## config.mk

```make
export PLATFORM = sky130hd
export DESIGN_NAME = lpt_threshold_top
export DESIGN_NICKNAME = d
export VERILOG_FILES = /design/src/design/lpt_pkg.sv /design/src/design/lpt_hyst_expand.sv /design/src/design/lpt_threshold_top.sv
export VERILOG_INCLUDE_DIRS = /design/src /design/src/design
export SDC_FILE = /design/constraint.sdc
export NUM_CORES = 1
export LEC_CHECK = 0
export BUFFER_PORTS_ARGS = -buffer_cell sky130_fd_sc_hd__buf_2
export CORE_ASPECT_RATIO = 0.9
export CORE_MARGIN = 5
export CORE_UTILIZATION = 40
export CTS_BUF_LIST = sky130_fd_sc_hd__clkbuf_4 sky130_fd_sc_hd__clkbuf_8
export DETAILED_ROUTE_END_ITERATION = 8
export MAX_ROUTING_LAYER = met4
export PLACE_DENSITY_LB_ADDON = 0.15
export SYNTH_ARGS = -nofsm -noshare
export SYNTH_HDL_FRONTEND = slang
export SYNTH_SLANG_ARGS = --single-unit
```

## constraint.sdc

```tcl
create_clock -name clk_i -period 5.5 [get_ports clk_i]
set_clock_uncertainty 0.2 [all_clocks]
set_input_delay 0.55 -clock clk_i [delete_from_list [all_inputs] [get_ports clk_i]]
set_output_delay 0.55 -clock clk_i [all_outputs]
set_load 0.1 [all_outputs]
```

## src/design/lpt_map.svh

```systemverilog
// Register indices, field positions, reset values and counts
// for the light/proximity threshold and persistence block.
// Assumes a 32-bit Wishbone slave; byte address = 4 * index.
`ifndef LPT_MAP_SVH
`define LPT_MAP_SVH

// ----------------------------------------------------------
// Register indices (word index on the bus)
// ----------------------------------------------------------
`define LPT_IDX_VIS_CFG     8'h12
`define LPT_IDX_LIGHT_HYST  8'h16
`define LPT_IDX_PROX_HYST   8'h17
`define LPT_IDX_PROX_PERS   8'h18
`define LPT_IDX_LIGHT_PERS  8'h19
`define LPT_IDX_LIGHT_LO_TH 8'h20
`define LPT_IDX_LIGHT_HI_TH 8'h21
`define LPT_IDX_PROX1_TH    8'h22
`define LPT_IDX_PROX2_TH    8'h23
`define LPT_IDX_PROX3_TH    8'h24
`define LPT_IDX_STATUS      8'h28
`define LPT_IDX_IRQ_STAT    8'h29
`define LPT_IDX_IRQ_MASK    8'h2A

// ----------------------------------------------------------
// Fields
// ----------------------------------------------------------
`define LPT_VISIBLE_HIGH_RANGE_SELECT_BIT   5
`define LPT_EXP_MSB         7
`define LPT_EXP_LSB         4
`define LPT_MAN_MSB         3
`define LPT_MAN_LSB         0
`define LPT_NUM_CMP         5
`define LPT_IRQ_OVR_BIT     5
`define LPT_IRQ_W           6

// ----------------------------------------------------------
// Reset values
// ----------------------------------------------------------
`define LPT_RST_VIS_CFG     8'h00
`define LPT_RST_HYST        8'h48
`define LPT_RST_PERS        8'h03
`define LPT_RST_TH_LO       16'h0000
`define LPT_RST_TH_HI       16'hFFFF
`define LPT_RST_MASK        6'h00

// ----------------------------------------------------------
// Special codes
// ----------------------------------------------------------
`define LPT_OVERRANGE       16'hFFFF

`endif

```

## src/design/lpt_pkg.sv

```systemverilog
// Types shared by the threshold/persistence block.
// Assumes lpt_map.svh supplies all numeric constants.
package lpt_pkg;

    // ------------------------------------------------------
    // Types
    // ------------------------------------------------------
    typedef logic [15:0] lpt_code16_type;   // Expanded magnitude
    typedef logic [7:0]  lpt_code8_type;    // Compressed code

    // Comparator slots, in status-bit order
    typedef enum logic [4:0] {
        LPT_CMP_LIGHT_LO = 5'b00001,
        LPT_CMP_LIGHT_HI = 5'b00010,
        LPT_CMP_PROX1    = 5'b00100,
        LPT_CMP_PROX2    = 5'b01000,
        LPT_CMP_PROX3    = 5'b10000
    } lpt_cmp_type;

endpackage

```

## src/design/lpt_hyst_expand.sv

```systemverilog
// Expands an 8-bit compressed code into a 16-bit magnitude.
// Assumes one clock; result lags the code by one cycle.
`timescale 1ns/1ps
`default_nettype none

`include "lpt_map.svh"

module lpt_hyst_expand
    import lpt_pkg::*;
(
    input  wire logic          clk_i,   // System clock
    input  wire logic          rst_i,   // Sync reset, high
    input  wire lpt_code8_type code_i,  // Compressed code
    output lpt_code16_type     mag_o    // Expanded value
);

    // ------------------------------------------------------
    // Expansion
    // ------------------------------------------------------
    logic [3:0]  exp_w;    // Power-of-two exponent
    logic [3:0]  man_w;    // Fraction in sixteenths
    logic [19:0] wide_w;   // (16 + man) << exp

    assign exp_w  = code_i[`LPT_EXP_MSB:`LPT_EXP_LSB];
    assign man_w  = code_i[`LPT_MAN_MSB:`LPT_MAN_LSB];
    // Top code 0xFF gives 31 << 15, still within 20 bits
    assign wide_w = {15'h0000, 1'b1, man_w} << exp_w;

    // Registered so the compare path stays short
    always_ff @(posedge clk_i) begin
        if (rst_i) begin
            mag_o <= 16'h0000;
        end else begin
            mag_o <= wide_w[19:4];   // [RULE_04] [RULE_05] [RULE_10]
        end
    end

endmodule

`default_nettype wire

```

## src/design/lpt_threshold_top.sv

```systemverilog
// Threshold, hysteresis and persistence decisions for a
// light/proximity sensor, with Wishbone registers and an
// interrupt. Assumes samples arrive as one-cycle valid
// strobes synchronous to clk_i.
//
// Design decision made here: the Wishbone slave port.
`timescale 1ns/1ps
`default_nettype none

`include "lpt_map.svh"

// Behaviour
// RULE_01 - Config bit 5 selects high visible range
// RULE_02 - Light hysteresis widens both light thresholds
// RULE_03 - One proximity hysteresis for three channels
// RULE_04 - Hysteresis stored compressed, expanded to 16 bits
// RULE_05 - Code 0x48 expands to 24 codes
// RULE_06 - Status changes only after full consecutive run
// RULE_07 - Proximity persistence code sets sample count
// RULE_08 - Light persistence uses same encoding separately
// RULE_09 - Proximity hysteresis resets to 0x48
// RULE_10 - Upper nibble is power-of-two exponent
// RULE_11 - All-ones sample is overrange, not compared
// RULE_12 - Persistence mask selects required history bits
// RULE_13 - Reserved config bits read zero
module lpt_threshold_top
    import lpt_pkg::*;
#(
    parameter int ADR_W = 10           // Byte address width
)(
    input  wire logic             clk_i,            // Clock
    input  wire logic             rst_i,            // Sync reset
    input  wire logic             wb_cyc_i,         // Bus cycle
    input  wire logic             wb_stb_i,         // Strobe
    input  wire logic             wb_we_i,          // Write
    input  wire logic [ADR_W-1:0] wb_adr_i,         // Byte addr
    input  wire logic [3:0]       wb_sel_i,         // Lanes
    input  wire logic [31:0]      wb_dat_i,         // Write data
    output logic      [31:0]      wb_dat_o,         // Read data
    output logic                  wb_ack_o,         // Ack
    input  wire logic             light_valid_i,    // Light strobe
    input  wire logic [15:0]      light_sample_i,   // Light value
    input  wire logic             prox_valid_i,     // Prox strobe
    input  wire logic [15:0]      prox1_sample_i,   // Channel 1
    input  wire logic [15:0]      prox2_sample_i,   // Channel 2
    input  wire logic [15:0]      prox3_sample_i,   // Channel 3
    output logic                  visible_high_range_select_o, // Range
    output logic      [4:0]       threshold_status_o, // Decisions
    output logic                  irq_o             // Interrupt
);

    // ------------------------------------------------------
    // Registers
    // ------------------------------------------------------
    logic                 visible_high_range_select_r;   // Visible range bit
    lpt_code8_type        light_hyst_r;  // Light hysteresis
    lpt_code8_type        prox_hyst_r;   // Prox hysteresis
    lpt_code8_type        prox_pers_r;   // Prox persistence
    lpt_code8_type        light_pers_r;  // Light persistence
    lpt_code16_type       th_r [`LPT_NUM_CMP]; // Thresholds
    logic [`LPT_IRQ_W-1:0] irq_stat_r;   // Sticky events
    logic [`LPT_IRQ_W-1:0] irq_mask_r;   // Event enables
    logic                 ack_r;         // Bus answer
    logic [31:0]          rdat_r;        // Read data

    // ------------------------------------------------------
    // Bus decode
    // ------------------------------------------------------
    logic       req_w;     // New request this cycle
    logic       wr_w;      // Write takes effect
    logic [7:0] idx_w;     // Word index
    logic       lane0_w;   // Low byte written
    logic       lane1_w;   // Second byte written

    // Ack high for one cycle; a held request is taken once
    assign req_w   = wb_cyc_i && wb_stb_i && !ack_r;
    assign wr_w    = req_w && wb_we_i;
    assign idx_w   = 8'(wb_adr_i[ADR_W-1:2]);
    assign lane0_w = wr_w && wb_sel_i[0];
    assign lane1_w = wr_w && wb_sel_i[1];

    // ------------------------------------------------------
    // Ack generation
    // ------------------------------------------------------
    // One wait cycle; unmapped addresses are answered too
    always_ff @(posedge clk_i) begin
        if (rst_i) begin
            ack_r <= 1'b0;
        end else begin
            ack_r <= req_w;
        end
    end

    assign wb_ack_o = ack_r;
    assign wb_dat_o = rdat_r;

    // ------------------------------------------------------
    // Visible range configuration
    // ------------------------------------------------------
    // Only bit 5 is stored; other bits are not kept at all
    always_ff @(posedge clk_i) begin
        if (rst_i) begin
            visible_high_range_select_r <= 1'(`LPT_RST_VIS_CFG >> `LPT_VISIBLE_HIGH_RANGE_SELECT_BIT);
        end else if (lane0_w && idx_w == `LPT_IDX_VIS_CFG) begin
            visible_high_range_select_r <= wb_dat_i[`LPT_VISIBLE_HIGH_RANGE_SELECT_BIT]; // [RULE_01]
        end
    end

    // Drives the ADC gain path: 1 means gain divided by 14.5
    assign visible_high_range_select_o = visible_high_range_select_r; // [RULE_01]

    // ------------------------------------------------------
    // Hysteresis and persistence codes
    // ------------------------------------------------------
    always_ff @(posedge clk_i) begin
        if (rst_i) begin
            light_hyst_r <= `LPT_RST_HYST;
            prox_hyst_r  <= `LPT_RST_HYST;    // [RULE_09]
            prox_pers_r  <= `LPT_RST_PERS;
            light_pers_r <= `LPT_RST_PERS;
        end else if (lane0_w) begin
            case (idx_w)
                `LPT_IDX_LIGHT_HYST: begin
                    light_hyst_r <= wb_dat_i[7:0];
                end
                `LPT_IDX_PROX_HYST: begin
                    prox_hyst_r <= wb_dat_i[7:0];
                end
                `LPT_IDX_PROX_PERS: begin
                    prox_pers_r <= wb_dat_i[7:0];  // [RULE_07]
                end
                `LPT_IDX_LIGHT_PERS: begin
                    light_pers_r <= wb_dat_i[7:0]; // [RULE_08]
                end
                default: begin
                    // Other indices leave these alone
                end
            endcase
        end
    end

    // ------------------------------------------------------
    // Threshold registers, one per comparator
    // ------------------------------------------------------
    genvar gt;
    generate
        for (gt = 0; gt < `LPT_NUM_CMP; gt++) begin : g_th
            // Light lower threshold starts low, others high
            localparam lpt_code16_type TH_RST =
                (gt == 0) ? `LPT_RST_TH_LO : `LPT_RST_TH_HI;
            localparam logic [7:0] TH_IDX =
                8'(`LPT_IDX_LIGHT_LO_TH + gt);
            always_ff @(posedge clk_i) begin
                if (rst_i) begin
                    th_r[gt] <= TH_RST;
                end else if (idx_w == TH_IDX) begin
                    if (lane0_w) begin
                        th_r[gt][7:0] <= wb_dat_i[7:0];
                    end
                    if (lane1_w) begin
                        th_r[gt][15:8] <= wb_dat_i[15:8];
                    end
                end
            end
        end
    endgenerate

    // ------------------------------------------------------
    // Hysteresis expansion
    // ------------------------------------------------------
    lpt_code16_type light_hmag_w;  // Light margin, 16 bits
    lpt_code16_type prox_hmag_w;   // Prox margin, 16 bits

    lpt_hyst_expand u_light_exp (
        .clk_i  (clk_i),
        .rst_i  (rst_i),
        .code_i (light_hyst_r),
        .mag_o  (light_hmag_w)
    );

    lpt_hyst_expand u_prox_exp (
        .clk_i  (clk_i),
        .rst_i  (rst_i),
        .code_i (prox_hyst_r),
        .mag_o  (prox_hmag_w)
    );

    // ------------------------------------------------------
    // Per-comparator inputs
    // ------------------------------------------------------
    lpt_code16_type samp_w [`LPT_NUM_CMP]; // Sample per slot
    lpt_code16_type hmag_w [`LPT_NUM_CMP]; // Margin per slot
    lpt_code8_type  mask_w [`LPT_NUM_CMP]; // Persistence mask
    logic [`LPT_NUM_CMP-1:0] vld_w;        // Sample strobes

    // Light slots share light settings, prox slots share prox
    always_comb begin
        samp_w[0] = light_sample_i;
        samp_w[1] = light_sample_i;
        samp_w[2] = prox1_sample_i;
        samp_w[3] = prox2_sample_i;
        samp_w[4] = prox3_sample_i;
        hmag_w[0] = light_hmag_w;          // [RULE_02]
        hmag_w[1] = light_hmag_w;          // [RULE_02]
        hmag_w[2] = prox_hmag_w;           // [RULE_03]
        hmag_w[3] = prox_hmag_w;           // [RULE_03]
        hmag_w[4] = prox_hmag_w;           // [RULE_03]
        mask_w[0] = light_pers_r;          // [RULE_08]
        mask_w[1] = light_pers_r;          // [RULE_08]
        mask_w[2] = prox_pers_r;           // [RULE_07]
        mask_w[3] = prox_pers_r;           // [RULE_07]
        mask_w[4] = prox_pers_r;           // [RULE_07]
        vld_w     = {{3{prox_valid_i}}, {2{light_valid_i}}};
    end

    // ------------------------------------------------------
    // Comparators with persistence history
    // ------------------------------------------------------
    logic [`LPT_NUM_CMP-1:0] st_w;   // Decision per slot
    logic [`LPT_NUM_CMP-1:0] chg_w;  // Decision flipped
    logic [`LPT_NUM_CMP-1:0] ovr_w;  // Overrange seen

    genvar gc;
    generate
        for (gc = 0; gc < `LPT_NUM_CMP; gc++) begin : g_cmp
            localparam bit BELOW = (gc == 0); // Lower threshold
            logic [17:0] s18_w;    // Sample, widened
            logic [17:0] hi18_w;   // Threshold plus margin
            logic [17:0] lo18_w;   // Threshold minus margin
            logic        above_w;  // Past the upper edge
            logic        below_w;  // Past the lower edge
            logic        cross_w;  // Toward the other state
            logic        done_w;   // Run long enough
            logic [7:0]  hist_r;   // Past crossing results
            logic [7:0]  hist_nxt; // History with this sample
            logic        st_r;     // Current decision

            assign s18_w  = {2'b00, samp_w[gc]};
            assign hi18_w = {2'b00, th_r[gc]} + {2'b00, hmag_w[gc]};
            // Signed so a margin larger than the threshold
            // cannot wrap and fire on every sample
            assign lo18_w = {2'b00, th_r[gc]} - {2'b00, hmag_w[gc]};
            assign above_w = $signed(s18_w) > $signed(hi18_w);
            assign below_w = $signed(s18_w) < $signed(lo18_w);

            // Leaving a state needs the margin the other way
            assign cross_w = st_r ? (BELOW ? above_w : below_w)
                                  : (BELOW ? below_w : above_w);

            // Overrange code is no measurement
            assign ovr_w[gc] = vld_w[gc] &&
                               samp_w[gc] == `LPT_OVERRANGE; // [RULE_11]

            assign hist_nxt = {hist_r[6:0], cross_w};
            // Every masked history bit must show a crossing
            assign done_w = cross_w &&
                ((hist_nxt & mask_w[gc]) == mask_w[gc]); // [RULE_06] [RULE_12]

            assign chg_w[gc] = vld_w[gc] && !ovr_w[gc] && done_w;
            assign st_w[gc]  = st_r;

            // History and decision advance only on valid samples
            always_ff @(posedge clk_i) begin
                if (rst_i) begin
                    hist_r <= 8'h00;
                    st_r   <= 1'b0;
                end else if (vld_w[gc] && !ovr_w[gc]) begin // [RULE_11]
                    if (done_w) begin
                        st_r   <= !st_r;           // [RULE_06]
                        hist_r <= 8'h00;           // Fresh run
                    end else begin
                        hist_r <= hist_nxt;        // [RULE_12]
                    end
                end
            end
        end
    endgenerate

    assign threshold_status_o = st_w;

    // ------------------------------------------------------
    // Interrupt status and mask
    // ------------------------------------------------------
    logic [`LPT_IRQ_W-1:0] evt_w;  // Events this cycle
    logic [`LPT_IRQ_W-1:0] clr_w;  // Write-one-to-clear

    assign evt_w = {|ovr_w, chg_w};
    assign clr_w = (lane0_w && idx_w == `LPT_IDX_IRQ_STAT) ?
                   wb_dat_i[`LPT_IRQ_W-1:0] : '0;

    // Set beats clear, so no event is lost
    always_ff @(posedge clk_i) begin
        if (rst_i) begin
            irq_stat_r <= '0;
        end else begin
            irq_stat_r <= (irq_stat_r & ~clr_w) | evt_w;
        end
    end

    always_ff @(posedge clk_i) begin
        if (rst_i) begin
            irq_mask_r <= `LPT_RST_MASK;
        end else if (lane0_w && idx_w == `LPT_IDX_IRQ_MASK) begin
            irq_mask_r <= wb_dat_i[`LPT_IRQ_W-1:0];
        end
    end

    assign irq_o = |(irq_stat_r & irq_mask_r);

    // ------------------------------------------------------
    // Read data
    // ------------------------------------------------------
    // Registered with the ack; unmapped words read zero
    always_ff @(posedge clk_i) begin
        if (rst_i) begin
            rdat_r <= 32'h0000_0000;
        end else if (req_w && !wb_we_i) begin
            rdat_r <= 32'h0000_0000;
            case (idx_w)
                `LPT_IDX_VIS_CFG: begin
                    // Reserved bits stay zero
                    rdat_r[`LPT_VISIBLE_HIGH_RANGE_SELECT_BIT] <= visible_high_range_select_r; // [RULE_13]
                end
                `LPT_IDX_LIGHT_HYST: begin
                    rdat_r[7:0] <= light_hyst_r;
                end
                `LPT_IDX_PROX_HYST: begin
                    rdat_r[7:0] <= prox_hyst_r;
                end
                `LPT_IDX_PROX_PERS: begin
                    rdat_r[7:0] <= prox_pers_r;
                end
                `LPT_IDX_LIGHT_PERS: begin
                    rdat_r[7:0] <= light_pers_r;
                end
                `LPT_IDX_LIGHT_LO_TH: begin
                    rdat_r[15:0] <= th_r[0];
                end
                `LPT_IDX_LIGHT_HI_TH: begin
                    rdat_r[15:0] <= th_r[1];
                end
                `LPT_IDX_PROX1_TH: begin
                    rdat_r[15:0] <= th_r[2];
                end
                `LPT_IDX_PROX2_TH: begin
                    rdat_r[15:0] <= th_r[3];
                end
                `LPT_IDX_PROX3_TH: begin
                    rdat_r[15:0] <= th_r[4];
                end
                `LPT_IDX_STATUS: begin
                    rdat_r[`LPT_NUM_CMP-1:0] <= st_w;
                end
                `LPT_IDX_IRQ_STAT: begin
                    rdat_r[`LPT_IRQ_W-1:0] <= irq_stat_r;
                end
                `LPT_IDX_IRQ_MASK: begin
                    rdat_r[`LPT_IRQ_W-1:0] <= irq_mask_r;
                end
                default: begin
                    // Unmapped: zero
                end
            endcase
        end
    end

endmodule

`default_nettype wire

```

### Yosys cells after proc, flatten, opt, wreduce, memory -nomap -nowiden

Memory sizes are Yosys's and may differ from the RTL's.
Index checks and enable logic that the tools add are counted.

* register bits: 134
* word-level logic and storage cells: 193
* memories: 1
* input bits: 117
* output and inout bits: 40
* bits in read-only memories: 0
* latch bits: 0
* bits in writable memories: 80

* div/mod/pow operators: 0
* shift operators: 2
* multipliers: 0
* $add $sub $neg: 10
* bitwise logic cells: 19
* muxes and demuxes: 59
* order comparisons: 10
* equality and inequality tests: 22
* reduce and logical (&&, ||, !) cells: 49

Memory list
* th_r: depth 5, bits a word 16, read ports 5, clocked after memory_dff 0, wr ports 5, RTL line lpt_threshold_top.sv:60 `` lpt_code16_type th_r [`LPT_NUM_CMP]; ``

Operator list (count)
* 16-bit by 16-bit adder with 17-bit output: 5
* 16-bit by 17-bit > comparator with 1-bit output: 5
* 17-bit < comparator: 5
* 16-bit by 16-bit subtractor with 17-bit output: 5
* 8-bit 2-to-1 mux: 10
* 16-bit equality test (second input constant): 4
* 8-bit by 6-bit equality test with 1-bit output (second input constant): 8
* 5-bit one-hot mux with 12 select lines: 1
* 8-bit AND: 5
* 8-bit by 5-bit equality test with 1-bit output (second input constant): 5
* 8-bit equality test: 5
* 8-bit one-hot mux with 5 select lines: 1
* 5-bit by 4-bit left shift with 20-bit output: 2
* 1-bit 2-to-1 mux: 39
* 7-bit 2-to-1 mux: 5
* 1-bit logical AND: 27
* 2-bit one-hot mux with 9 select lines: 1
* 2-bit AND reduction: 9
* 6-bit AND: 2
* 1-bit one-hot mux with 12 select lines: 1
* 1-bit zero test: 11
* 1-bit OR: 10
* 6-bit 2-to-1 mux: 1
* 6-bit NOT: 1
* 3 further kinds: 3

### Logic depth before layout (Yosys ltp)

* word-level depth: 9
* depth in mapped cells: 20
* gate-level depth less buffers: 20

### Cells and area by module

Synthesis repeated with hierarchy kept, for this count alone.

* cell total of the unflattened synthesis: 2384
* area total of the unflattened synthesis: 20422.1 um2

By module, submodules not included
* lpt_threshold_top: cells each 2240, area an instance 19065.8 um2, times used 1, seq. area each 4444.3 um2
* lpt_hyst_expand: cells each 72, area an instance 678.2 um2, times used 2, seq. area each 320.3 um2

### Worst setup path after synthesis

No wires, ideal clock.

* path type: register to register
* start point: register u_light_exp.mag_o[1]
* end point: register g_cmp[0].hist_r[1]
* slack: 1.072 ns
* clock period less this slack: 4.428 ns
* buffers on the path: 0
* stages on the path, launching flop included: 20
* setup time: 0.117 ns
* arrival time: 4.110 ns
* required time: 5.183 ns
* cell sequence: dfxtp_1 -> inv_1 -> ha_1 -> nor2b_1 -> o21bai_1 -> a221oi_1 -> o211a_1 -> o31a_1 -> o221ai_1 -> or4b_2 -> and4_1 -> ha_1 -> nand4_1 -> nor2_1 -> a211o_1 -> nor3_1 -> o221ai_1 -> a2bb2oi_1 -> nand2b_1 -> a32o_1

* word-level cells in the longest chain between the ends: 7
* elaborated cells on any way between the ends: 9
* classes of those cells: 2 x add/sub; 2 x order compare; 1 x eq/ne; 2 x mux; 1 x bitwise; 1 x reduce/logical

RTL lines
* start: declaration: RTL line lpt_hyst_expand.sv:14 `output lpt_code16_type mag_o`
* start signal: assignment: RTL line lpt_hyst_expand.sv:34 `mag_o <= wide_w[19:4];`
* 16-bit by 16-bit subtractor with 17-bit output or 16-bit by 16-bit adder with 17-bit output (tied branches): RTL line lpt_threshold_top.sv:242, lpt_threshold_top.sv:239
* 17-bit < comparator or 16-bit by 17-bit > comparator with 1-bit output (tied branches): RTL line lpt_threshold_top.sv:244, lpt_threshold_top.sv:243
* 1-bit 2-to-1 mux *: RTL line lpt_threshold_top.sv:247 `assign cross_w = st_r ? (BELOW ? above_w : below_w)`
* 8-bit AND: RTL line lpt_threshold_top.sv:257 `((hist_nxt & mask_w[gc]) == mask_w[gc]);`
* 8-bit equality test: RTL line lpt_threshold_top.sv:257
* 1-bit logical AND *: RTL line lpt_threshold_top.sv:256 `assign done_w = cross_w &&`
* 7-bit 2-to-1 mux *: RTL line lpt_threshold_top.sv:268 `if (done_w) begin`
* end signal: assignment: RTL line lpt_threshold_top.sv:272 `hist_r <= hist_nxt;`
* end: declaration: RTL line lpt_threshold_top.sv:234 `logic [7:0] hist_r;`

Every way passes the cells marked *; elsewhere a longest branch is shown, timed or not.
A chain may end at the register's enable or synchronous reset.

### Worst setup path in the final report

* start point: register u_prox_exp.mag_o[5]
* end point: register g_cmp[2].hist_r[4]

* word-level cells in the longest chain between the ends: 7
* elaborated cells on any way between the ends: 9
* classes of those cells: 2 x add/sub; 2 x order compare; 1 x eq/ne; 2 x mux; 1 x bitwise; 1 x reduce/logical

RTL lines (RTL line)
* start: declaration: lpt_hyst_expand.sv:14
* start signal: assignment: lpt_hyst_expand.sv:34
* 16-bit by 16-bit adder with 17-bit output or 16-bit by 16-bit subtractor with 17-bit output (tied branches): lpt_threshold_top.sv:239, lpt_threshold_top.sv:242
* 16-bit by 17-bit > comparator with 1-bit output or 17-bit < comparator (tied branches): lpt_threshold_top.sv:243, lpt_threshold_top.sv:244
* 1-bit 2-to-1 mux *: lpt_threshold_top.sv:247
* 8-bit AND: lpt_threshold_top.sv:257
* 8-bit equality test: lpt_threshold_top.sv:257
* 1-bit logical AND *: lpt_threshold_top.sv:256
* 7-bit 2-to-1 mux *: lpt_threshold_top.sv:268
* end signal: assignment: lpt_threshold_top.sv:272
* end: declaration: lpt_threshold_top.sv:234

Marked as above.

==> impl_metrics.json <==
{
  "status": "completed",
  "nNetsFinal": 2885,
  "fin_setup_tns_ns": 0,
  "vias": 18000,
  "grt_pass1_wl_mm": 102,
  "io_buffer_count": 120,
  "reg2reg_to": "g_cmp[2].hist_r[4]$_SDFFE_PP0P_",
  "crit_start": "u_prox_exp.mag_o[5]$_SDFF_PP0_",
  "worst_pin_slew_ns": 1.23,
  "htree_levels": 2,
  "die_height_microns": 221,
  "syn-cell-area_sq_um": 19900,
  "crit_path_start_kind": "flip-flop",
  "grt_start_max_net_pins": 56,
  "slew_viol_final": 0,
  "synth_xor_area_share_pct": 5.64,
  "yosysWarnings": 0,
  "finalInstanceArea_sq_um": 21900,
  "areaGrowthSynthToFinish_pct": 10.0,
  "ys_ff_latch": 214,
  "wl_per_cell_microns": 21.9,
  "ys.flop_type": "dfxtp_1",
  "drv_cap": 0,
  "leakagePower_nw": 8.83,
  "synth_mux_area_share_pct": 2.06,
  "grt_pass1_vias": 17000,
  "synth_compound_area_share_pct": 21.1,
  "path_class": "flip-flop to flip-flop",
  "clock_path_buffers": 3,
  "synth_edf_count": 80,
  "grtUsageTotal_pct": 24.5,
  "seq_area_frac_synth_pct": 25.6,
  "drc_errors": 0,
  "synth_cells": 2350,
  "finalCritPeriodShare_pct": 94.7,
  "setup.worst_path.end_class": "flip-flop",
  "period_needed_ns": 5.21,
  "max_freq_mhz": 192,
  "fillers": 4924,
  "cts_tree": "done",
  "path_clk_slew_ns": 0.06,
  "async_flop_share_pct": 0,
  "cp.arrival_ns": 5.51,
  "gp_congestion": 0.968,
  "n_antenna_cell": 0,
  "die_x_microns": 245,
  "r2r_setup_slack_ns": 0.29,
  "synth.distinct_cells": 85,
  "slew_headroom_pct": 17.6,
  "synth_fa_ha_area_share_pct": 20.8,
  "clock_latency_ns": 0.57,
  "start_util_pct": 40.4,
  "rsz0062_at_grt": "false",
  "drtPass1Iterations": 6,
  "peakVddDrop_mv": 0.141,
  "core-area_sq_um": 49100,
  "ios": 157,
  "routed_via_density": 5.81,
  "placed_cell_area_sq_um": 21000,
  "clock_sinks": 214,
  "r2r_cells": 19,
  "synth_top_family_by_area": "compound AO/OA/AOI/OAI gates",
  "setup_viol": 0,
  "dieArea_sq_um": 54200,
  "power_per_cell_area_nw_per_um2": 183,
  "hold_violations": 0,
  "r2r-start": "u_prox_exp.mag_o[5]$_SDFF_PP0_",
  "rows": 77,
  "crit_end": "g_cmp[2].hist_r[4]$_SDFFE_PP0P_",
  "grt_antenna_before_repair": 1,
  "cp.required_ns": 5.80,
  "dp.final_hpwl_mm": 55.8,
  "hold_path_class": "input pin to flip-flop",
  "pre_cts_ws_ns": 0.300,
  "cts_buffers": 37,
  "drtIter0Drc": 1447,
  "cp_max_fo": 6,
  "syn_area_per_cell_sq_um": 8.45,
  "yosys.area_share.simple_pct": 19.6,
  "fin_ws_ns": 0.291,
  "drt-total-wl_mm": 68.0,
  "postRouteAntennaNets": 0,
  "power_mw": 4.00,
  "drive_above_1_share_pct": 12.9,
  "gr-total-overflow": 0,
  "cts_root_buf": "clkbuf_8"
}
[how the worst min path moves through the flow]
stage / depth (start not counted) / from / end
2_1_floorplan: 2 / light_pers_r[0]$_SDFFE_PP1P_ / light_pers_r[0]$_SDFFE_PP1P_
3_3_place_gp: 2 / wb_dat_o[3]$_SDFFE_PP0P_ / wb_dat_o[3]$_SDFFE_PP0P_
3_5_place_dp: 2 / wb_dat_o[4]$_SDFFE_PP0P_ / wb_dat_o[4]$_SDFFE_PP0P_
4_1_cts: 2 / wb_dat_i[9] / th_r[1][9]$_SDFFCE_PN1P_
5_1_grt: 2 / wb_dat_i[9] / th_r[1][9]$_SDFFCE_PN1P_
6_report: 2 / wb_dat_i[9] / th_r[1][9]$_SDFFCE_PN1P_
[cells by family after synthesis]
family,count (synthesis)
simple gates,790
compound gates,612
fa+ha+maj,325
buf+inv,250
flops,214
xor+xnor,128
mux,30
other cells,1
[stage by stage]
stage	utilization, %	std cells	hold WS [ns]
4_1_cts	44.4	3103	0.0953
6_report	44.5	3103	0.122
3_5_place_dp	42.8	3036	0.254
3_3_place_gp	42.8	3036	0.247
5_1_grt	44.5	3103	0.105
2_1_floorplan	-	2365	0.240
[synthesized netlist by cell type (7+ instances only)]
library cell	instances	area [sq um]
nand4_1	34	213
inv_1	145	544
a22o_1	30	263
mux4_2	8	180
nor4_1	16	100
o21a_1	15	113
a21oi_1	186	931
nor3b_1	7	52.6
a31oi_1	20	125
fa_1	10	200
o22ai_1	20	125
dfxtp_1	134	2680
xor2_1	31	272
o21ai_0	84	420
buf_1	7	26.3
and3_1	11	68.8
nand3_1	47	235
nor2b_1	56	350
a21o_1	31	233
and2_1	20	125
xnor2_1	97	850
ha_1	315	3940
o21bai_1	29	218
o211ai_1	22	165
nand2b_1	41	257
o31ai_1	9	67.6
edfxtp_1	80	2400
clkbuf_1	73	274
a221oi_1	28	245
a211o_1	10	87.6
a222oi_1	11	110
a32o_1	9	90.1
or3_1	11	68.8
buf_4	21	158
nor2_1	197	739
nor3_1	72	360
nand2_1	184	691
or2_2	74	463
o221ai_1	9	78.8
a211oi_1	26	195
a22oi_1	9	67.6
mux2i_1	18	180
[registers in the layout, summed over array words and instances (netlist names)]
register                     count
visible_high_range_select_o      1
irq_stat_r                       6
g_cmp.hist_r                    35
u_light_exp.mag_o               16
light_pers_r                     8
u_prox_exp.mag_o                16
light_hyst_r                     8
g_cmp.st_r                       5
prox_hyst_r                      8
wb_dat_o                        16
th_r                            80
irq_mask_r                       6
prox_pers_r                      8
wb_ack_o                         1
[cell type report]
type                            count  area [sq um]  area share [%]
Tap cell                          632           791            3.62
Sequential cell                   214          5080            23.3
Clock buffer                       61           739            3.38
Clock inverter                      6          47.5           0.217
Multi-Input combinational cell   1901         13900            63.5
Timing Repair Buffer              143           776            3.55
Inverter                          146           548            2.51
[timing repair]
item,CTS,global route
resized for setup,0,6
buffers inserted,0,0
endpoints found under the setup margin,0,21
hold buffers,0,0
[cell usage in the layout (no fill, tap or decap), types with 80 or more instances in the layout]
cell type  netlist  routed
a21oi_1        186     186
buf_2            3     119
xnor2_1         97      97
ha_1           315     315
nor2_1         197     197
edfxtp_1        80      80
o21ai_0         84      84
inv_1          145     145
nand2_1        184     184
dfxtp_1        134     134
[critical path, cell delays in order (launching register included)]
cell,delay (ns)
dfxtp_1,0.48
inv_1,0.19
ha_1,0.46
inv_1,0.16
a2111oi_2,0.36
a211oi_1,0.16
a31oi_1,0.25
a21oi_1,0.10
or2_2,0.34
a2111o_1,0.41
nand3_1,0.08
ha_1,0.26
a21o_1,0.19
a211oi_1,0.24
o311ai_0,0.21
nor2_1,0.18
o32ai_2,0.12
buf_4,0.20
a211oi_4,0.37
a22o_1,0.20
[power breakdown]
group / internal, mW / switching, mW
sequential: 1.66 / 0.0308
clock: 0.855 / 0.666
combinational: 0.279 / 0.508
total: 2.80 / 1.20
[routing by layer]
metal  GRT usage [%]  share of wire, %
met5               -                 0
met2            36.6                43
met3            3.03               6.2
met1            36.3                49
met4            3.93               1.7
Power figures use the tool's default switching activity.
